<file path="src/hdl/rib_consts.svh">
// Purpose: constants for the resistive inhibit band logic
// Assumes: 20 MHz reference clock, AXI4-Lite register access
// Notes: byte offsets and field positions of the register map
`ifndef RIB_CONSTS_SVH
`define RIB_CONSTS_SVH
// ==========================================================
// register byte offsets
`define RIB_OFF_THR_A 8'h00
`define RIB_OFF_THR_B 8'h04
`define RIB_OFF_SPD_A 8'h08
`define RIB_OFF_SPD_B 8'h0c
`define RIB_OFF_CFG 8'h10
`define RIB_OFF_ACT 8'h14
`define RIB_OFF_STAT 8'h18
// ==========================================================
// field positions and limits
`define RIB_PCT_MAX 7'h64
`define RIB_CFG_LATCH 0
`define RIB_CFG_SEAT 2
`define RIB_CFG_ALM_CHG 3
`define RIB_CFG_ALM 4
`define RIB_CFG_ENTRY 6
`define RIB_CFG_DEB 8
`define RIB_DEB_MIN 6'h01
`define RIB_DEB_MAX 6'h28
`define RIB_CFG_MASK 32'h003f_3fff
`define RIB_THR_MASK 32'h007f_7f7f
`define RIB_CFG_RST 32'h0001_0100
`define RIB_THR_RST 32'h0064_6432
`define RIB_SPD_RST 32'h6464_6464
`define RIB_ACT_RST 32'h0000_0000
`define RIB_RESP_OK 2'h0
`define RIB_RESP_ERR 2'h2
// ==========================================================
// timing
`define RIB_CLK_HZ 20000000
`define RIB_DEB_STEP_MS 100
`endif

</file>
<file path="src/hdl/rib_pkg.sv">
// Purpose: shared types of the resistive inhibit band logic
// Assumes: percentages carried as 7-bit values 0..100
// Notes: constants live in rib_consts.svh
package rib_pkg;
   // ==========================================================
   // types
   typedef logic [6:0] rib_pct_t;   // measured or programmed percent
   typedef logic [1:0] rib_band_t;  // band index 0..3
   typedef enum logic [3:0] {
      RIB_B0 = 4'h1,
      RIB_B1 = 4'h2,
      RIB_B2 = 4'h4,
      RIB_B3 = 4'h8
   } rib_band_oh_t;                 // one-hot band code, unused; status holds 2-bit bands
endpackage : rib_pkg

</file>
<file path="src/hdl/rib_top.sv">
// Purpose: band classification, speed caps, drive and actuator inhibit
// Assumes: measured percent values arrive from an analog front end in
//          another domain; drive_active_i comes from local logic
// Notes: power cycle equals arst_n_i; latched trips clear only there
// Functional notes
// - input A classified into four bands
// - input B has own three thresholds
// - ten kilohm or open reads 100 percent
// - shorted terminals read 0 percent
// - thresholds 0 to 100 in 1 steps
// - per-band speed limit caps drive speed
// - zero speed limit fully inhibits drive
// - latch setting per input, zero limits only
// - latched trip holds until power cycle
// - non-latching drive resumes when condition clears
// - input A latched trip flashes six bars
// - input B shows charging while its zero limit is latch-enabled
// - band accepted after programmable debounce time
// - seat reversal: A at 0V reverses
// - seat reversal off leaves direction alone
// - alarm enables for charger, A, B
// - only bands 0 and 3 gate actuators
// - channel one eight yes flags block moves
// - no flag leaves direction unaffected
// - channel two has identical eight flags
// - optional sampling only at drive entry
`timescale 1ns/1ns
`include "rib_consts.svh"
module rib_top import rib_pkg::*; #(
   parameter int STEP_CYC = (`RIB_CLK_HZ / 1000) * `RIB_DEB_STEP_MS // cycles per 100 ms
) (
   input wire logic ref_clk_i,
   input wire logic arst_n_i,
   input wire logic ce_i,
   input wire logic [6:0] pct_a_i,
   input wire logic [6:0] pct_b_i,
   input wire logic charger_i,
   input wire logic drive_active_i,
   input wire logic [7:0] s_axi_awaddr,
   input wire logic s_axi_awvalid,
   output logic s_axi_awready,
   input wire logic [31:0] s_axi_wdata,
   input wire logic [3:0] s_axi_wstrb,
   input wire logic s_axi_wvalid,
   output logic s_axi_wready,
   output logic [1:0] s_axi_bresp,
   output logic s_axi_bvalid,
   input wire logic s_axi_bready,
   input wire logic [7:0] s_axi_araddr,
   input wire logic s_axi_arvalid,
   output logic s_axi_arready,
   output logic [31:0] s_axi_rdata,
   output logic [1:0] s_axi_rresp,
   output logic s_axi_rvalid,
   input wire logic s_axi_rready,
   output logic [6:0] speed_cap_o,
   output logic drive_inhibit_o,
   output logic gauge_flash_six_o,
   output logic gauge_charging_o,
   output logic seat_reverse_o,
   output logic fwd_rate_sel_o,
   output logic alarm_o,
   output logic [1:0] act_up_block_o,
   output logic [1:0] act_down_block_o
);
   // ==========================================================
   // registers and shared signals
   logic [31:0] thr_reg [2];      // lower/middle/upper per input
   logic [31:0] spd_reg [2];      // speed limit per band per input
   logic [31:0] cfg_reg;          // mode bits and debounce steps
   logic [31:0] act_reg;          // actuator yes/no flags
   logic aw_got_reg, w_got_reg;   // write halves captured
   logic [7:0] aw_addr_reg;
   logic [31:0] w_data_reg;
   logic [3:0] w_strb_reg;
   logic do_write;
   logic [31:0] rd_word;          // read mux result
   logic rd_hit;                  // read address mapped
   logic chg_meta_reg, chg_sync_reg;
   logic drv_d_reg;               // drive active one cycle late
   logic [1:0] trip_reg;          // latched drive trips
   rib_band_t stable_band [2];    // debounced band per input
   rib_band_t eff_band [2];       // band used for drive limits
   rib_pct_t limit [2];           // selected band limit
   rib_pct_t pct_now [2];         // synchronised, clamped percent
   logic [1:0] inh;               // zero-limit inhibit per input

   // ==========================================================
   // helper functions
   // byte-lane merge of a write into a stored word
   function automatic logic [31:0] rib_merge(input logic [31:0] old,
         input logic [31:0] d, input logic [3:0] s);
      logic [31:0] r;
      r = old;
      for (int i = 0; i < 4; i++) begin
         if (s[i]) begin
            r[8*i +: 8] = d[8*i +: 8];
         end
      end
      return r;
   endfunction : rib_merge

   // saturate each byte's percent field at 100
   function automatic logic [31:0] rib_clamp(input logic [31:0] v);
      logic [31:0] r;
      r = 32'h0000_0000;
      for (int i = 0; i < 4; i++) begin
         r[8*i +: 7] = (v[8*i +: 7] > `RIB_PCT_MAX) ? `RIB_PCT_MAX : v[8*i +: 7];
      end
      return r;
   endfunction : rib_clamp

   // ==========================================================
   // axi4-lite write channel
   // handshakes are combinational; ce low stalls every channel
   assign s_axi_awready = ce_i & ~aw_got_reg & ~s_axi_bvalid;
   assign s_axi_wready = ce_i & ~w_got_reg & ~s_axi_bvalid;
   assign do_write = ce_i & aw_got_reg & w_got_reg & ~s_axi_bvalid;

   // capture address and data in either order, answer after both
   always_ff @(posedge ref_clk_i or negedge arst_n_i) begin
      if (!arst_n_i) begin
         aw_got_reg <= 1'b0;
         w_got_reg <= 1'b0;
         aw_addr_reg <= 8'h00;
         w_data_reg <= 32'h0000_0000;
         w_strb_reg <= 4'h0;
         s_axi_bvalid <= 1'b0;
         s_axi_bresp <= `RIB_RESP_OK;
      end else if (ce_i) begin
         if (s_axi_awvalid && s_axi_awready) begin
            aw_got_reg <= 1'b1;
            aw_addr_reg <= s_axi_awaddr;
         end
         if (s_axi_wvalid && s_axi_wready) begin
            w_got_reg <= 1'b1;
            w_data_reg <= s_axi_wdata;
            w_strb_reg <= s_axi_wstrb;
         end
         if (do_write) begin
            aw_got_reg <= 1'b0;
            w_got_reg <= 1'b0;
            s_axi_bvalid <= 1'b1;
            // status is read-only, so writes there also fail
            s_axi_bresp <= ({aw_addr_reg[7:2], 2'b00} > `RIB_OFF_ACT) ?
                           `RIB_RESP_ERR : `RIB_RESP_OK;
         end else if (s_axi_bready) begin
            s_axi_bvalid <= 1'b0;
         end
      end
   end

   // register file updates
   always_ff @(posedge ref_clk_i or negedge arst_n_i) begin
      if (!arst_n_i) begin
         thr_reg[0] <= `RIB_THR_RST;
         thr_reg[1] <= `RIB_THR_RST;
         spd_reg[0] <= `RIB_SPD_RST;
         spd_reg[1] <= `RIB_SPD_RST;
         cfg_reg <= `RIB_CFG_RST;
         act_reg <= `RIB_ACT_RST;
      end else if (do_write) begin
         unique case ({aw_addr_reg[7:2], 2'b00})
            `RIB_OFF_THR_A: thr_reg[0] <= rib_clamp(rib_merge(thr_reg[0], w_data_reg,
                                        w_strb_reg)) & `RIB_THR_MASK;
            `RIB_OFF_THR_B: thr_reg[1] <= rib_clamp(rib_merge(thr_reg[1], w_data_reg,
                                        w_strb_reg)) & `RIB_THR_MASK;
            `RIB_OFF_SPD_A: spd_reg[0] <= rib_clamp(rib_merge(spd_reg[0], w_data_reg,
                                        w_strb_reg));
            `RIB_OFF_SPD_B: spd_reg[1] <= rib_clamp(rib_merge(spd_reg[1], w_data_reg,
                                        w_strb_reg));
            `RIB_OFF_CFG: begin
               cfg_reg <= rib_merge(cfg_reg, w_data_reg, w_strb_reg) & `RIB_CFG_MASK;
            end
            `RIB_OFF_ACT: act_reg <= rib_merge(act_reg, w_data_reg, w_strb_reg)
                                     & 32'h0000_ffff;
            default: ; // unmapped or read-only: nothing stored
         endcase
      end
   end

   // ==========================================================
   // axi4-lite read channel
   assign s_axi_arready = ce_i & ~s_axi_rvalid;

   // read mux: status shows live band, trip and output state
   always_comb begin
      rd_hit = 1'b1;
      unique case ({s_axi_araddr[7:2], 2'b00})
         `RIB_OFF_THR_A: rd_word = thr_reg[0];
         `RIB_OFF_THR_B: rd_word = thr_reg[1];
         `RIB_OFF_SPD_A: rd_word = spd_reg[0];
         `RIB_OFF_SPD_B: rd_word = spd_reg[1];
         `RIB_OFF_CFG: rd_word = cfg_reg;
         `RIB_OFF_ACT: rd_word = act_reg;
         `RIB_OFF_STAT: rd_word = {15'h0000, seat_reverse_o, drive_inhibit_o,
                                   speed_cap_o, 2'h0, trip_reg, stable_band[1],
                                   stable_band[0]};
         default: begin
            rd_word = 32'h0000_0000;
            rd_hit = 1'b0;
         end
      endcase
   end

   // read answer one cycle after the address is taken
   always_ff @(posedge ref_clk_i or negedge arst_n_i) begin
      if (!arst_n_i) begin
         s_axi_rvalid <= 1'b0;
         s_axi_rdata <= 32'h0000_0000;
         s_axi_rresp <= `RIB_RESP_OK;
      end else if (ce_i) begin
         if (s_axi_arvalid && s_axi_arready) begin
            s_axi_rvalid <= 1'b1;
            s_axi_rdata <= rd_word;
            s_axi_rresp <= rd_hit ? `RIB_RESP_OK : `RIB_RESP_ERR;
         end else if (s_axi_rready) begin
            s_axi_rvalid <= 1'b0;
         end
      end
   end

   // ==========================================================
   // pin synchronisers and drive-entry edge
   always_ff @(posedge ref_clk_i or negedge arst_n_i) begin
      if (!arst_n_i) begin
         chg_meta_reg <= 1'b0;
         chg_sync_reg <= 1'b0;
         drv_d_reg <= 1'b0;
      end else if (ce_i) begin
         chg_meta_reg <= charger_i;
         chg_sync_reg <= chg_meta_reg;
         drv_d_reg <= drive_active_i;
      end
   end

   // ==========================================================
   // per-input classification, debounce and drive-entry sampling
   for (genvar g = 0; g < 2; g++) begin : g_in
      logic [6:0] meta_reg, sync_reg;  // two-stage percent synchroniser
      rib_band_t raw_band;             // band of the current sample
      rib_band_t cand_reg;             // band being timed
      rib_band_t stab_reg;             // accepted band
      rib_band_t held_reg;             // band frozen at drive entry
      logic [21:0] sub_reg;            // cycles within a 100 ms step
      logic [5:0] step_reg;            // completed steps
      logic [5:0] deb_steps;           // programmed steps, 1..40
      rib_pct_t lo, mid, hi;

      // a multi-bit sample may tear while changing; the debounce
      // below only accepts a band that holds for whole steps
      always_ff @(posedge ref_clk_i or negedge arst_n_i) begin
         if (!arst_n_i) begin
            meta_reg <= 7'h00;
            sync_reg <= 7'h00;
         end else if (ce_i) begin
            meta_reg <= (g == 0) ? pct_a_i : pct_b_i;
            sync_reg <= meta_reg;
         end
      end

      // above 100 means ten kilohm or open: reads as 100; short reads 0
      assign pct_now[g] = (sync_reg > `RIB_PCT_MAX) ? `RIB_PCT_MAX : sync_reg;
      assign lo = thr_reg[g][6:0];
      assign mid = thr_reg[g][14:8];
      assign hi = thr_reg[g][22:16];

      // band rises with percent
      always_comb begin
         if (pct_now[g] < lo) begin
            raw_band = 2'h0;
         end else if (pct_now[g] <= mid) begin
            raw_band = 2'h1;
         end else if (pct_now[g] <= hi) begin
            raw_band = 2'h2;
         end else begin
            raw_band = 2'h3;
         end
      end

      // clamp the step count so a zero write still debounces
      always_comb begin
         deb_steps = cfg_reg[`RIB_CFG_DEB + 8*g +: 6];
         if (deb_steps < `RIB_DEB_MIN) begin
            deb_steps = `RIB_DEB_MIN;
         end else if (deb_steps > `RIB_DEB_MAX) begin
            deb_steps = `RIB_DEB_MAX;
         end
      end

      // any change of the raw band restarts the stability timer
      always_ff @(posedge ref_clk_i or negedge arst_n_i) begin
         if (!arst_n_i) begin
            cand_reg <= 2'h0;
            stab_reg <= 2'h0;
            sub_reg <= 22'h000000;
            step_reg <= 6'h00;
         end else if (ce_i) begin
            if (raw_band != cand_reg) begin
               cand_reg <= raw_band;
               sub_reg <= 22'h000000;
               step_reg <= 6'h00;
            end else if (stab_reg != cand_reg) begin
               if (sub_reg == 22'(STEP_CYC - 1)) begin
                  sub_reg <= 22'h000000;
                  if (step_reg + 6'h01 >= deb_steps) begin
                     stab_reg <= cand_reg;
                     step_reg <= 6'h00;
                  end else begin
                     step_reg <= step_reg + 6'h01;
                  end
               end else begin
                  sub_reg <= sub_reg + 22'h000001;
               end
            end
         end
      end

      // hold the band seen in the cycle drive was entered
      always_ff @(posedge ref_clk_i or negedge arst_n_i) begin
         if (!arst_n_i) begin
            held_reg <= 2'h0;
         end else if (ce_i && !drv_d_reg) begin
            held_reg <= stab_reg;
         end
      end

      assign stable_band[g] = stab_reg;
      assign eff_band[g] = (cfg_reg[`RIB_CFG_ENTRY + g] && drv_d_reg) ? held_reg
                           : stab_reg;
      assign limit[g] = spd_reg[g][8*eff_band[g] +: 7];
      assign inh[g] = (limit[g] == 7'h00);
   end

   // ==========================================================
   // latched trips: only a power cycle (reset) clears them
   always_ff @(posedge ref_clk_i or negedge arst_n_i) begin
      if (!arst_n_i) begin
         trip_reg <= 2'b00;
      end else if (ce_i) begin
         trip_reg <= trip_reg | (inh & cfg_reg[`RIB_CFG_LATCH +: 2]);
      end
   end

   // ==========================================================
   // drive, gauge, seat and alarm outputs
   always_ff @(posedge ref_clk_i or negedge arst_n_i) begin
      if (!arst_n_i) begin
         speed_cap_o <= 7'h00;
         drive_inhibit_o <= 1'b1;
         gauge_flash_six_o <= 1'b0;
         gauge_charging_o <= 1'b0;
         seat_reverse_o <= 1'b0;
         fwd_rate_sel_o <= 1'b0;
         alarm_o <= 1'b0;
      end else if (ce_i) begin
         // non-latching inputs release as soon as the limit is nonzero
         drive_inhibit_o <= |inh | |trip_reg;
         if (|inh || |trip_reg) begin
            speed_cap_o <= 7'h00;
         end else begin
            speed_cap_o <= (limit[0] < limit[1]) ? limit[0] : limit[1];
         end
         gauge_flash_six_o <= trip_reg[0];
         gauge_charging_o <= cfg_reg[`RIB_CFG_LATCH + 1] & inh[1];
         // direction flip uses input A at 0 percent, the tied-to-0V case
         seat_reverse_o <= cfg_reg[`RIB_CFG_SEAT] && pct_now[0] == 7'h00;
         fwd_rate_sel_o <= cfg_reg[`RIB_CFG_SEAT] && pct_now[0] == 7'h00;
         // an input counts as active while its band limits speed
         alarm_o <= (cfg_reg[`RIB_CFG_ALM_CHG] & chg_sync_reg) |
                    (cfg_reg[`RIB_CFG_ALM] & (limit[0] != `RIB_PCT_MAX)) |
                    (cfg_reg[`RIB_CFG_ALM + 1] & (limit[1] != `RIB_PCT_MAX));
      end
   end

   // ==========================================================
   // actuator gating: flags per channel {down[3:0], up[3:0]},
   // each nibble {B band3, B band0, A band3, A band0}
   always_ff @(posedge ref_clk_i or negedge arst_n_i) begin
      if (!arst_n_i) begin
         act_up_block_o <= 2'b00;
         act_down_block_o <= 2'b00;
      end else if (ce_i) begin
         for (int c = 0; c < 2; c++) begin
            // middle bands never match, so they never block
            act_up_block_o[c] <=
               (act_reg[8*c + 0] && stable_band[0] == 2'h0) ||
               (act_reg[8*c + 1] && stable_band[0] == 2'h3) ||
               (act_reg[8*c + 2] && stable_band[1] == 2'h0) ||
               (act_reg[8*c + 3] && stable_band[1] == 2'h3);
            act_down_block_o[c] <=
               (act_reg[8*c + 4] && stable_band[0] == 2'h0) ||
               (act_reg[8*c + 5] && stable_band[0] == 2'h3) ||
               (act_reg[8*c + 6] && stable_band[1] == 2'h0) ||
               (act_reg[8*c + 7] && stable_band[1] == 2'h3);
         end
      end
   end
endmodule : rib_top

</file>
<file path="config.mk">
export PLATFORM = sky130hd
export DESIGN_NAME = rib_top
export DESIGN_NICKNAME = d
export VERILOG_FILES = /design/src/hdl/rib_pkg.sv /design/src/hdl/rib_top.sv
export VERILOG_INCLUDE_DIRS = /design/src /design/src/hdl
export SDC_FILE = /design/constraint.sdc
export NUM_CORES = 1
export LEC_CHECK = 0
export BUFFER_PORTS_ARGS = -buffer_cell sky130_fd_sc_hd__buf_2
export CAP_MARGIN = 10
export CORE_ASPECT_RATIO = 0.75
export CORE_MARGIN = 1
export CORE_UTILIZATION = 43
export DETAILED_ROUTE_END_ITERATION = 7
export SETUP_SLACK_MARGIN = 0.3
export SLEW_MARGIN = 0
export SYNTH_ARGS = -nofsm -noshare
export SYNTH_HDL_FRONTEND = slang
export SYNTH_SLANG_ARGS = --single-unit
</file>
<file path="constraint.sdc">
create_clock -name ref_clk_i -period 3.8 [get_ports ref_clk_i]
set_input_delay 0.76 -clock ref_clk_i [delete_from_list [all_inputs] [get_ports ref_clk_i]]
set_output_delay 0.76 -clock ref_clk_i [all_outputs]
set_load 0.02 [all_outputs]
</file>
Word level (Yosys, flattened, before mapping)
Cells that the tools add are included.
Widths: inputs -> output; s select.
Storage, ports and cells
  register bits: 334
  latch bits: 0
  memory bits (writable): 0
  bits in read-only memories: 0
  input bits: 76
  output and inout bits: 58
  logic and storage cells: 303
  memories: 0
Cells by class
  add/subtract/negate cells: 4
  $mul: 0
  divide/modulo/power cells: 0
  magnitude comparators: 30
  equal/unequal tests: 21
  shifts and indexed selects: 2
  mux-type cells: 98
  bitwise operators: 23
  reductions and logical operators: 80
Operator list (count)
  $mux 7: 60
  $pmux 31 s7: 1
  $mux 22: 6
  $gt 7x7->1 const B: 16
  $mux 6: 12
  $shiftx 32x6->7: 2
  $add 22x1->22 const B: 2
  $eq 22x21->1 const B: 2
  $reduce_and 2->1: 16
  $eq 6x3->1 const B: 5
  $le 7x7->1: 4
  $eq 6x2->1 const B: 4
  $logic_and 1x1->1: 23
  $logic_not 7->1: 3
  $lt 7x7->1: 3
  $reduce_and 3->1: 7
  $mux 2: 8
  $reduce_bool 2->1: 8
  $ne 7x7->1 const B: 2
  $logic_or 1x1->1: 13
  $add 6x1->6 const B: 2
  $and 1x1->1: 12
  $eq 6x1->1 const B: 2
  $ge 6x6->1: 2
  16 further kinds: 43

Logic depth before layout (Yosys ltp)
Gate-level depths: netlist of run 1.
  word-level depth: 9
  mapped depth: 14

Least setup slack after synthesis of run 1
No wires, ideal clock.
  path type: reg2reg
  start: reg g_in[1].sync_reg[3]
  end: reg g_in[1].stab_reg[0]
  arrival time: 3.190 ns
  required time: 3.675 ns
  setup slack: 0.485 ns
  cell stages (with the launch flop): 12
  buffers on the path: 0
  period minus slack after synthesis: 3.315 ns
  path through: dfrtp_1 > o311ai_4 > nand2_1 > ha_1 > nor3b_1 > o21ai_0 > a21o_1 > a311oi_4 > mux2_4 > a21oi_2 > and3_1 > mux2_2
Between the ends
  cells in the longest elaborated chain, start to end: 9
  elaborated cells on any way between the ends: 11
  those cells by class: order compare (4); eq/ne (1); mux (4); bitwise (1); reduce/logical (1)
RTL lines
  start, declared: line rib_top.sv:240  | logic [6:0] meta_reg, sync_reg;
  start signal, assigned: line rib_top.sv:258  | sync_reg <= meta_reg;
  $gt 7x7->1 (no source line)
  $mux 7 *: line rib_top.sv:263  | assign pct_now[g] = (sync_reg > `RIB_PCT_MAX) ? `RIB_PCT_MAX : sync_reg;
  $le 7x7->1: line rib_top.sv:274  | end else if (pct_now[g] <= hi) begin
  $mux 1: line rib_top.sv:274
  $mux 2: line rib_top.sv:272  | end else if (pct_now[g] <= mid) begin
  $mux 2 *: line rib_top.sv:270  | if (pct_now[g] < lo) begin
  $ne 2x2->1 *: line rib_top.sv:299  | if (raw_band != cand_reg) begin
  $not 1->1 (no source line) *
  $reduce_and 5->1 (no source line) *
  end signal, assigned: line rib_top.sv:307  | stab_reg <= cand_reg;
  end, declared: line rib_top.sv:243  | rib_band_t stab_reg;
Mark *: on every way between the ends. The rest lies on a longest branch, timed or not.
A chain may end at the register's enable or synchronous reset.

Final worst setup path of run 1
  start: reg g_in[1].sync_reg[5]
  end: reg g_in[1].sub_reg[11]
Between the ends
  cells in the longest elaborated chain, start to end: 9
  elaborated cells on any way between the ends: 12
  those cells by class: order compare (4); eq/ne (1); mux (5); reduce/logical (2)
RTL lines
  $gt 7x7->1 (no source line)
  $mux 7 *: line rib_top.sv:263
  $le 7x7->1: line rib_top.sv:274
  $mux 1: line rib_top.sv:274
  $mux 2: line rib_top.sv:272
  $mux 2 *: line rib_top.sv:270
  $ne 2x2->1 *: line rib_top.sv:299
  $reduce_bool 2->1 (no source line)
  $reduce_and 2->1 (no source line)
  end signal, assigned: line rib_top.sv:313  | sub_reg <= sub_reg + 22'h000001;
  end, declared: line rib_top.sv:245  | logic [21:0] sub_reg;
Marks and branches as above.

==> results.txt, run 1 <==
The clock latency at the later pin of the worst-skew pair was 0.54 ns; the power per cell area was 624 nW/µm². The worst-case clock skew is 0.0150 ns. The run gives 43.6% as the starting utilization of the core area. Adding up every negative setup slack in the final design gives 0 ns. In this run the static leakage power is 8.63 nW.

Each instance of the synthesized netlist takes up on average 10.2 µm². The longest clock path from root to sink contains 3 buffers. Cells fill 50.6% of the core in the end.

The clock-pin slew on the worst setup and hold paths works out to 0.06 ns. Setup violations remaining at the end of the flow were counted as 0. For the global-route wire length before repair, the log shows 82.8 mm. In this run the number of H-tree levels came out at 2. Data on the critical path is required at its endpoint by 4.24 ns. The layout overhead on the synthesized area was 15.9%; the CTS sink count was 327.

Cells with a size suffix above 1 make up 25.5% of the layout. After detailed routing, the average wire length per cell comes to 23.1 µm. The overall routing resource usage is 26.7%, and the depth of the worst register-to-register path is 11.

The tools report the capturing element of the worst setup path as g_in[1].sub_reg[11]$_DFFE_PN0P_. In this run the worst path has a maximum fanout of 10. The most used flip-flop cell after synthesis was dfrtp_1. The number of filler instances in the final layout was 3648; the port buffer count was 123. The type of the worst min-delay path was in -> async.

The per-cell via count in the routed design works out to 6.10. The number of pins exceeding their max-slew limit in the final report came out at 0. Number of violations of the max-capacitance limit: 0. The count of vias placed by the detailed router was 14474; the overall overflow remaining after global route was 0.

The dominant cell by count in the synthesized netlist is dfrtp_1. For this block, the routed nets add up to 54.7 mm of wire. The run finished, with violations left. The root buffer cell chosen for the clock tree is clkbuf_16.

Setup repair after global routing could not meet its margin everywhere. The type of the worst setup path is reg -> reg. The repair_antennas step left the layout with diodes totalling 0. The tools report the source of the worst register-to-register timing path as g_in[1].sync_reg[5]$_DFFE_PN0P_. In this run, the number of DRC markers left after iteration 0 of detailed routing was 1583. The tools report the Yosys warning count as 0. TritonCTS built the clock tree.

Yosys attributes the largest share of cell area to dfrtp_1, mux2_2, dfstp_2. Post-synthesis cell count: 1685. The maximum number of pins on one net before global-route repair came out at 82.

The launch point of the critical path is g_in[1].sync_reg[5]$_DFFE_PN0P_. In this run, CTS created clock tree buffers numbering 36. The count of final hold-check violations is 0, and the highest ir drop seen on vdd is 0.391 mV.

Hold repair after CTS inserted 0 buffers. The logs give 0.41 ns for the reg-to-reg setup timing slack and 17300 µm² for the post-synthesis instance area. The register with the most flip-flops in the layout has 56 of them. The placed wire-length estimate after detailed placement was 40.1 mm.

STA classifies the critical path endpoint as a flop. The worst path in the final design needs a cycle of 3.39 ns, including I/O delays and setup. The actual slew at the worst max-slew pin was 0.778 ns; the upper clock frequency limit was 295 MHz.

The tools report the placer's final routability congestion estimate as 0.970. The number of antenna violations at the first check in global routing is 1, and the first-pass iteration count of the detailed router is 8. The floorplan step set the die width to 233 µm. The number of synthesized flops with an enable pin came out at 0.

In this run, distinct cell masters in the synthesized netlist total 83. The initialized floorplan defines 63 standard-cell rows. The tools report the number of nets in the layout as 1955. The library cell occupying the most area in the post-synthesis netlist is dfrtp_1. Post-route clock period utilization: 89.3%. For the remaining design rule violation count, the log shows 23. The register bit total from synthesis was 327.

The startpoint class of the critical path is a flop. The floorplan step defined a die boundary enclosing 41000 µm². During I/O placement, the number of pins put on the boundary was 134.

By count the netlist is led by dfrtp_1, nand2_1, mux2_2. The via count of the first global-routing pass is 13722, and the fraction of the yosys area taken by sequential cells is 47.7%. Data on the critical path arrives at its endpoint at 3.83 ns. The floorplan step defined a core boundary enclosing 39600 µm². In this run the biggest area consumer among cell types represents 40.9% of the synthesized area.

In this run the tightest slew margin relative to its limit is 47.7%. For this run, asynchronously set or reset flops after synthesis account for 100%. The vertical extent of the die came out at 176 µm.

In this run the remaining antenna-violating nets after routing total 0. The checks that failed: DRC. The endpoint identified for the worst register-to-register timing path is g_in[1].sub_reg[11]$_DFFE_PN0P_.
-- layer usage --
metal	share of wire [%]	vias to the layer above	wire length (µm)	track usage, %
li1	-	6582	-	-
met3	9.1	107	4990	6.92
met4	2.9	0	1600	8.20
met5	0	-	0	0
met2	43	616	23300	38.3
met1	45	7169	24800	39.2
-- critical path, cell delays in order, from the launching register on --
cell	delay, ns
dfrtp_2	0.50
a21boi_1	0.38
ha_1	0.32
a21o_1	0.16
a21o_1	0.17
a221o_1	0.34
a41o_1	0.26
nor2_1	0.23
a211oi_4	0.09
clkbuf_8	0.19
or4_1	0.50
a21oi_1	0.16
-- how the worst min path moves through the flow --
stage          slack (ns)                       start                              end  cells past startpoint
3_3_place_gp         0.46  s_axi_rdata[3]$_DFFE_PN0P_       s_axi_rdata[3]$_DFFE_PN0P_                      2
4_1_cts              0.22                    arst_n_i  g_in[0].sub_reg[13]$_DFFE_PN0P_                      1
5_1_grt              0.24                    arst_n_i  g_in[0].sub_reg[13]$_DFFE_PN0P_                      1
3_5_place_dp         0.47  s_axi_rdata[2]$_DFFE_PN0P_       s_axi_rdata[2]$_DFFE_PN0P_                      2
2_1_floorplan        0.45   g_in[1].lo[3]$_DFFE_PN0P_        g_in[1].lo[3]$_DFFE_PN0P_                      2
6_report             0.19                    arst_n_i  g_in[0].sub_reg[13]$_DFFE_PN0P_                      1
-- timing repair --
item                                   4_1_cts  5_1_grt
pin swaps                                    0        6
resized for setup                            7       24
setup endpoints to repair                   35       58
endpoints found under the hold margin        0        0
setup buffers                                0        3
gates cloned                                 0        2
-- cells in the final DEF, fill, tap and decap left out, types with 15 or more instances in the layout --
| master | instances |
|---|---|
| a221oi_1 | 23 |
| mux2_2 | 136 |
| nor2_1 | 96 |
| nand4_1 | 30 |
| ha_1 | 54 |
| and3_1 | 19 |
| a222oi_1 | 16 |
| a21o_1 | 15 |
| a22o_1 | 24 |
| a31oi_1 | 42 |
| nor3_1 | 20 |
| o31ai_1 | 23 |
| nand2b_1 | 16 |
| buf_2 | 122 |
| dfrtp_1 | 279 |
| a22oi_1 | 27 |
| buf_4 | 47 |
| nand2_1 | 168 |
| clkbuf_16 | 37 |
| dfstp_2 | 45 |
| o211ai_1 | 18 |
| a21oi_1 | 86 |
| inv_1 | 77 |
| or3_1 | 27 |
| nand3_1 | 33 |
| o21ai_0 | 132 |
-- power breakdown --
group	total [mW]	switching (mW)	internal, mW
clock network	3.53	1.49	2.04
logic	3.67	2.16	1.51
registers	5.30	1.06	4.24
-- through the flow --
stage | setup slack (ns) | hold WS, ns | total power [mW] | area, µm² | cells
finish | 0.406 | 0.185 | 12.5 | 20000 | 2371
global route | 0.271 | 0.241 | 13.1 | 20000 | 2371
CTS | 0.333 | 0.222 | 12.3 | 19900 | 2366
detailed placement | 0.232 | 0.470 | 8.76 | 18700 | 2302
global placement | 0.305 | 0.462 | 8.67 | 18700 | 2302
floorplan | 0.485 | 0.448 | 7.30 | 17300 | 1688
-- layout make-up --
| class | count | area (µm²) | share of cell area (%) |
|---|---|---|---|
| inverters | 78 | 293 | 1.46 |
| multi-input cells | 1204 | 8550 | 42.7 |
| repair buffers | 178 | 1110 | 5.55 |
| flip-flops and latches | 327 | 8240 | 41.2 |
| clock inverters | 19 | 185 | 0.925 |
| clock buffers | 45 | 976 | 4.88 |
| well taps | 520 | 651 | 3.25 |
-- cells by family (layout without fill, tap and decap cells) --
kind of cell    after synthesis  count (layout)  share of synthesized area (%)
flops                       327             327                           47.7
fa+ha+maj                    56              56                           4.04
simple gates                486             486                           13.7
mux                         162             162                           11.4
compound gates              482             482                           18.7
other cells                   1               4                         0.0217
xor+xnor                     14              14                          0.710
buf+inv                     157             320                           3.62
(Power assumes the default switching activity.)
==> run 2: changes to the inputs <==
- PLACE_DENSITY: unset -> 0.56
- clock period: 3.8 -> 3.6 ns (I/O delays scaled with it)
==> run 2 against run 1 <==
Net effect: the flow still finishes with violations (DRC); non-clock buffer count increased by 81; worst setup slack got worse by 0.16 ns; combinational power increased by 26%; worst hold slack improved by 0.025 ns; sequential power grew 5.5%; die area unchanged; clock power up 13%; cell area increased by 6.0%; maximum frequency increased by 1.1%; largest power group unchanged; highest routed layer unchanged.
==> results.txt, run 2 (synthesized netlist as in run 1, its figures left out) <==
The flow ran to the end, but the final reports show violations. The checks that failed: DRC. Power per cell area: 670 nW/µm². The upper clock frequency limit is 298 MHz.

The slowest stage of the critical path is the or4_1 cell. The worst setup path is launched from a flop. The library cell used most frequently in the layout, excluding fill and tap cells, is dfrtp_1. The number of nets in the layout is 2036. In the layout the commonest cells are dfrtp_1, nand2_1, mux2_2. Entering global routing, the biggest net connects 96 pins.

The signal on the critical path passes through nor2_2 > o21bai_4 > ha_4 > buf_4 > a21oi_1 > a21boi_2 > nor2_1 > o311a_1 > a311oi_2 > a31oi_4 > clkbuf_16 > or4_1 > a21oi_1. The first global-routing pass estimated 86.8 mm of wire. In this run, the number of DRC markers left after iteration 0 of detailed routing was 1456.

The worst path meets setup with 0.244 ns of slack. The final critical-path required period is 3.36 ns, and the layout cell share with drive strength beyond 1 is 31.4%. For the worst-skew pair, the clock arrives at the later sink with an insertion delay of 0.55 ns. The stage delay of the slowest cell on the critical path works out to 0.49 ns. The placer's final routability congestion estimate was 0.971. In this run the worst path has a maximum fanout of 5.

The actual slew at the worst max-slew pin was 1.01 ns. The logs give 41000 µm² for the die area and 8250 µm² for the combined flip-flop and latch cell area. The register with the most flip-flops in the layout has 56 of them. For the worst setup path, the data required time is 4.05 ns. From synthesis to final layout, the design area changed by 22.9%. The worst slew slack as a fraction of its limit is 32.2%, and the worst-case clock skew is 0.0288 ns. Dividing the detail-routed wire length by the instance count gives 23.5 µm.

The logs give 2 for the H-tree level count and 327 for the CTS sink count. The pre-antenna-repair detailed-routing pass consisted of 8 iterations. Setup repair after global routing could not meet its margin everywhere. The overall overflow remaining after global route was 0. The logs give 27.9% for the overall routing resource usage and 3550 for the number of filler instances in the final layout. The region available for standard cell placement spans 39600 µm². Kind of end point of the critical path: a flop.

The vertical extent of the die works out to 176 µm. Type of the worst min-delay path: in -> async. In this run, post-CTS hold repair placed 0 buffers.

The count of vias placed by the detailed router was 14982; the remaining design rule violation count was 16. TritonCTS built the clock tree. In this design, the largest share of critical-path delay is due to compound AO/OA/AOI/OAI gates. After detailed routing, the number of vias per cell comes to 6.11. The critical path in this run is classified as reg -> reg.

Launch point of the critical path: g_in[0].sync_reg[4]$_DFFE_PN0P_. The worst-case setup slack after placement is 0.0561 ns. For the leakage power, the log shows 9.16 nW. The logs give 36 for the clock buffer count from CTS and 0.418 mV for the highest ir drop seen on vdd.

Setup violations remaining at the end of the flow were counted as 0. The port buffer count works out to 123. In this design, the critical path's most frequently occurring cell is a21oi_1. For the number of antenna violations at the first check in global routing, the log shows 0. The logs give 3.81 ns for the arrival time at the worst endpoint and 0 for the antenna diode count.

The number of violations of the max-capacitance limit is 0, and the number of primary I/O pins is 134. Count of final hold-check violations: 0. The run gives 14292 as the via count of the first global-routing pass. In this run the clock root is driven by a clkbuf_16.

In this run the horizontal extent of the chip is 233 µm. The floorplan has 63 rows. For the final routed database, the setup TNS stands at 0 ns.

In the final layout, the multi-input gates occupy 8870 µm². Detailed placement ended at an HPWL of 42.0 mm. The post-route clock period utilization works out to 93.2%.

The logs give 57.7 mm for the total wirelength of the detailed-routed design and 0 for the number of pins exceeding their max-slew limit in the final report. Buffering stage count on the worst path with inverters included: 2. After clock tree synthesis, the clock-pin slew on the worst setup and hold paths is 0.07 ns.

Counting along the longest clock path gives a buffer depth of 3. The tools report the starting utilization of the core area as 43.6%. Source of the worst register-to-register timing path: g_in[0].sync_reg[4]$_DFFE_PN0P_. In this run the remaining antenna-violating nets after routing total 0.
## run 2: changes by cell type in the layout (fill, tap and decap cells not counted), moves of 6 or more
cell      before  now
a21oi_1       86   76
a21oi_2        2   11
buf_4         47  113
ha_1          54   48
clkinv_2      11    5
o21ai_0      132  121
buf_6          1    9
## run 2: final timing paths
path	endpoint	slack, ns	cells after the start
max reg2reg	g_in[0].sub_reg[17]$_DFFE_PN0P_	0.24	13
min	g_in[0].sub_reg[18]$_DFFE_PN0P_	0.21	1
max in group asynchronous	spd_reg[62]$_DFFE_PN1P_	2.46	2
min in group ref_clk_i	w_strb_reg[3]$_DFFE_PN0P_	0.39	3
max	g_in[0].sub_reg[17]$_DFFE_PN0P_	0.24	13
min reg2reg	spd_reg[10]$_DFFE_PN1P_	0.49	2
## run 2: area by class of cell
type / instances / share of cell area, %
clock buffer: 54 / 5.05
inverter: 78 / 1.38
tap: 520 / 3.07
multi-input combinational: 1204 / 41.8
sequential: 327 / 38.9
clock inverter: 12 / 0.938
timing repair buffer: 259 / 8.84
## run 2: per-stage QoR
stage	instance area (µm²)	hold slack [ns]	instances	utilization [%]	power [mW]
floorplan	17300	0.424	1688	-	7.71
global placement	19000	0.468	2338	48.1	9.26
detailed placement	19000	0.483	2338	48.1	9.35
CTS	20500	0.265	2413	51.7	13.7
global route	21200	0.290	2454	53.6	14.9
finish	21200	0.210	2454	53.6	14.2
## run 2: power breakdown
| part | total [mW] | switching (mW) | internal (mW) |
|---|---|---|---|
| Sequential | 5.59 | 1.11 | 4.48 |
| Combinational | 4.62 | 2.48 | 2.14 |
| Clock | 4.00 | 1.57 | 2.43 |
| Total | 14.2 | 5.16 | 9.05 |
## run 2: layer usage
metal	up-vias	global-route usage, %	part of all wire (%)
met5	-	0	0
met4	0	7.08	2.1
met3	83	6.41	9.0
met2	574	39.9	43
met1	7586	42.2	46
li1	6739	-	-
## run 2: repair_timing
item,in CTS,in global routing
pin swaps,5,51
setup buffers,9,33
endpoints found under the hold margin,0,0
gates cloned,0,8
resized for setup,21,90
endpoints found under the setup margin,44,65
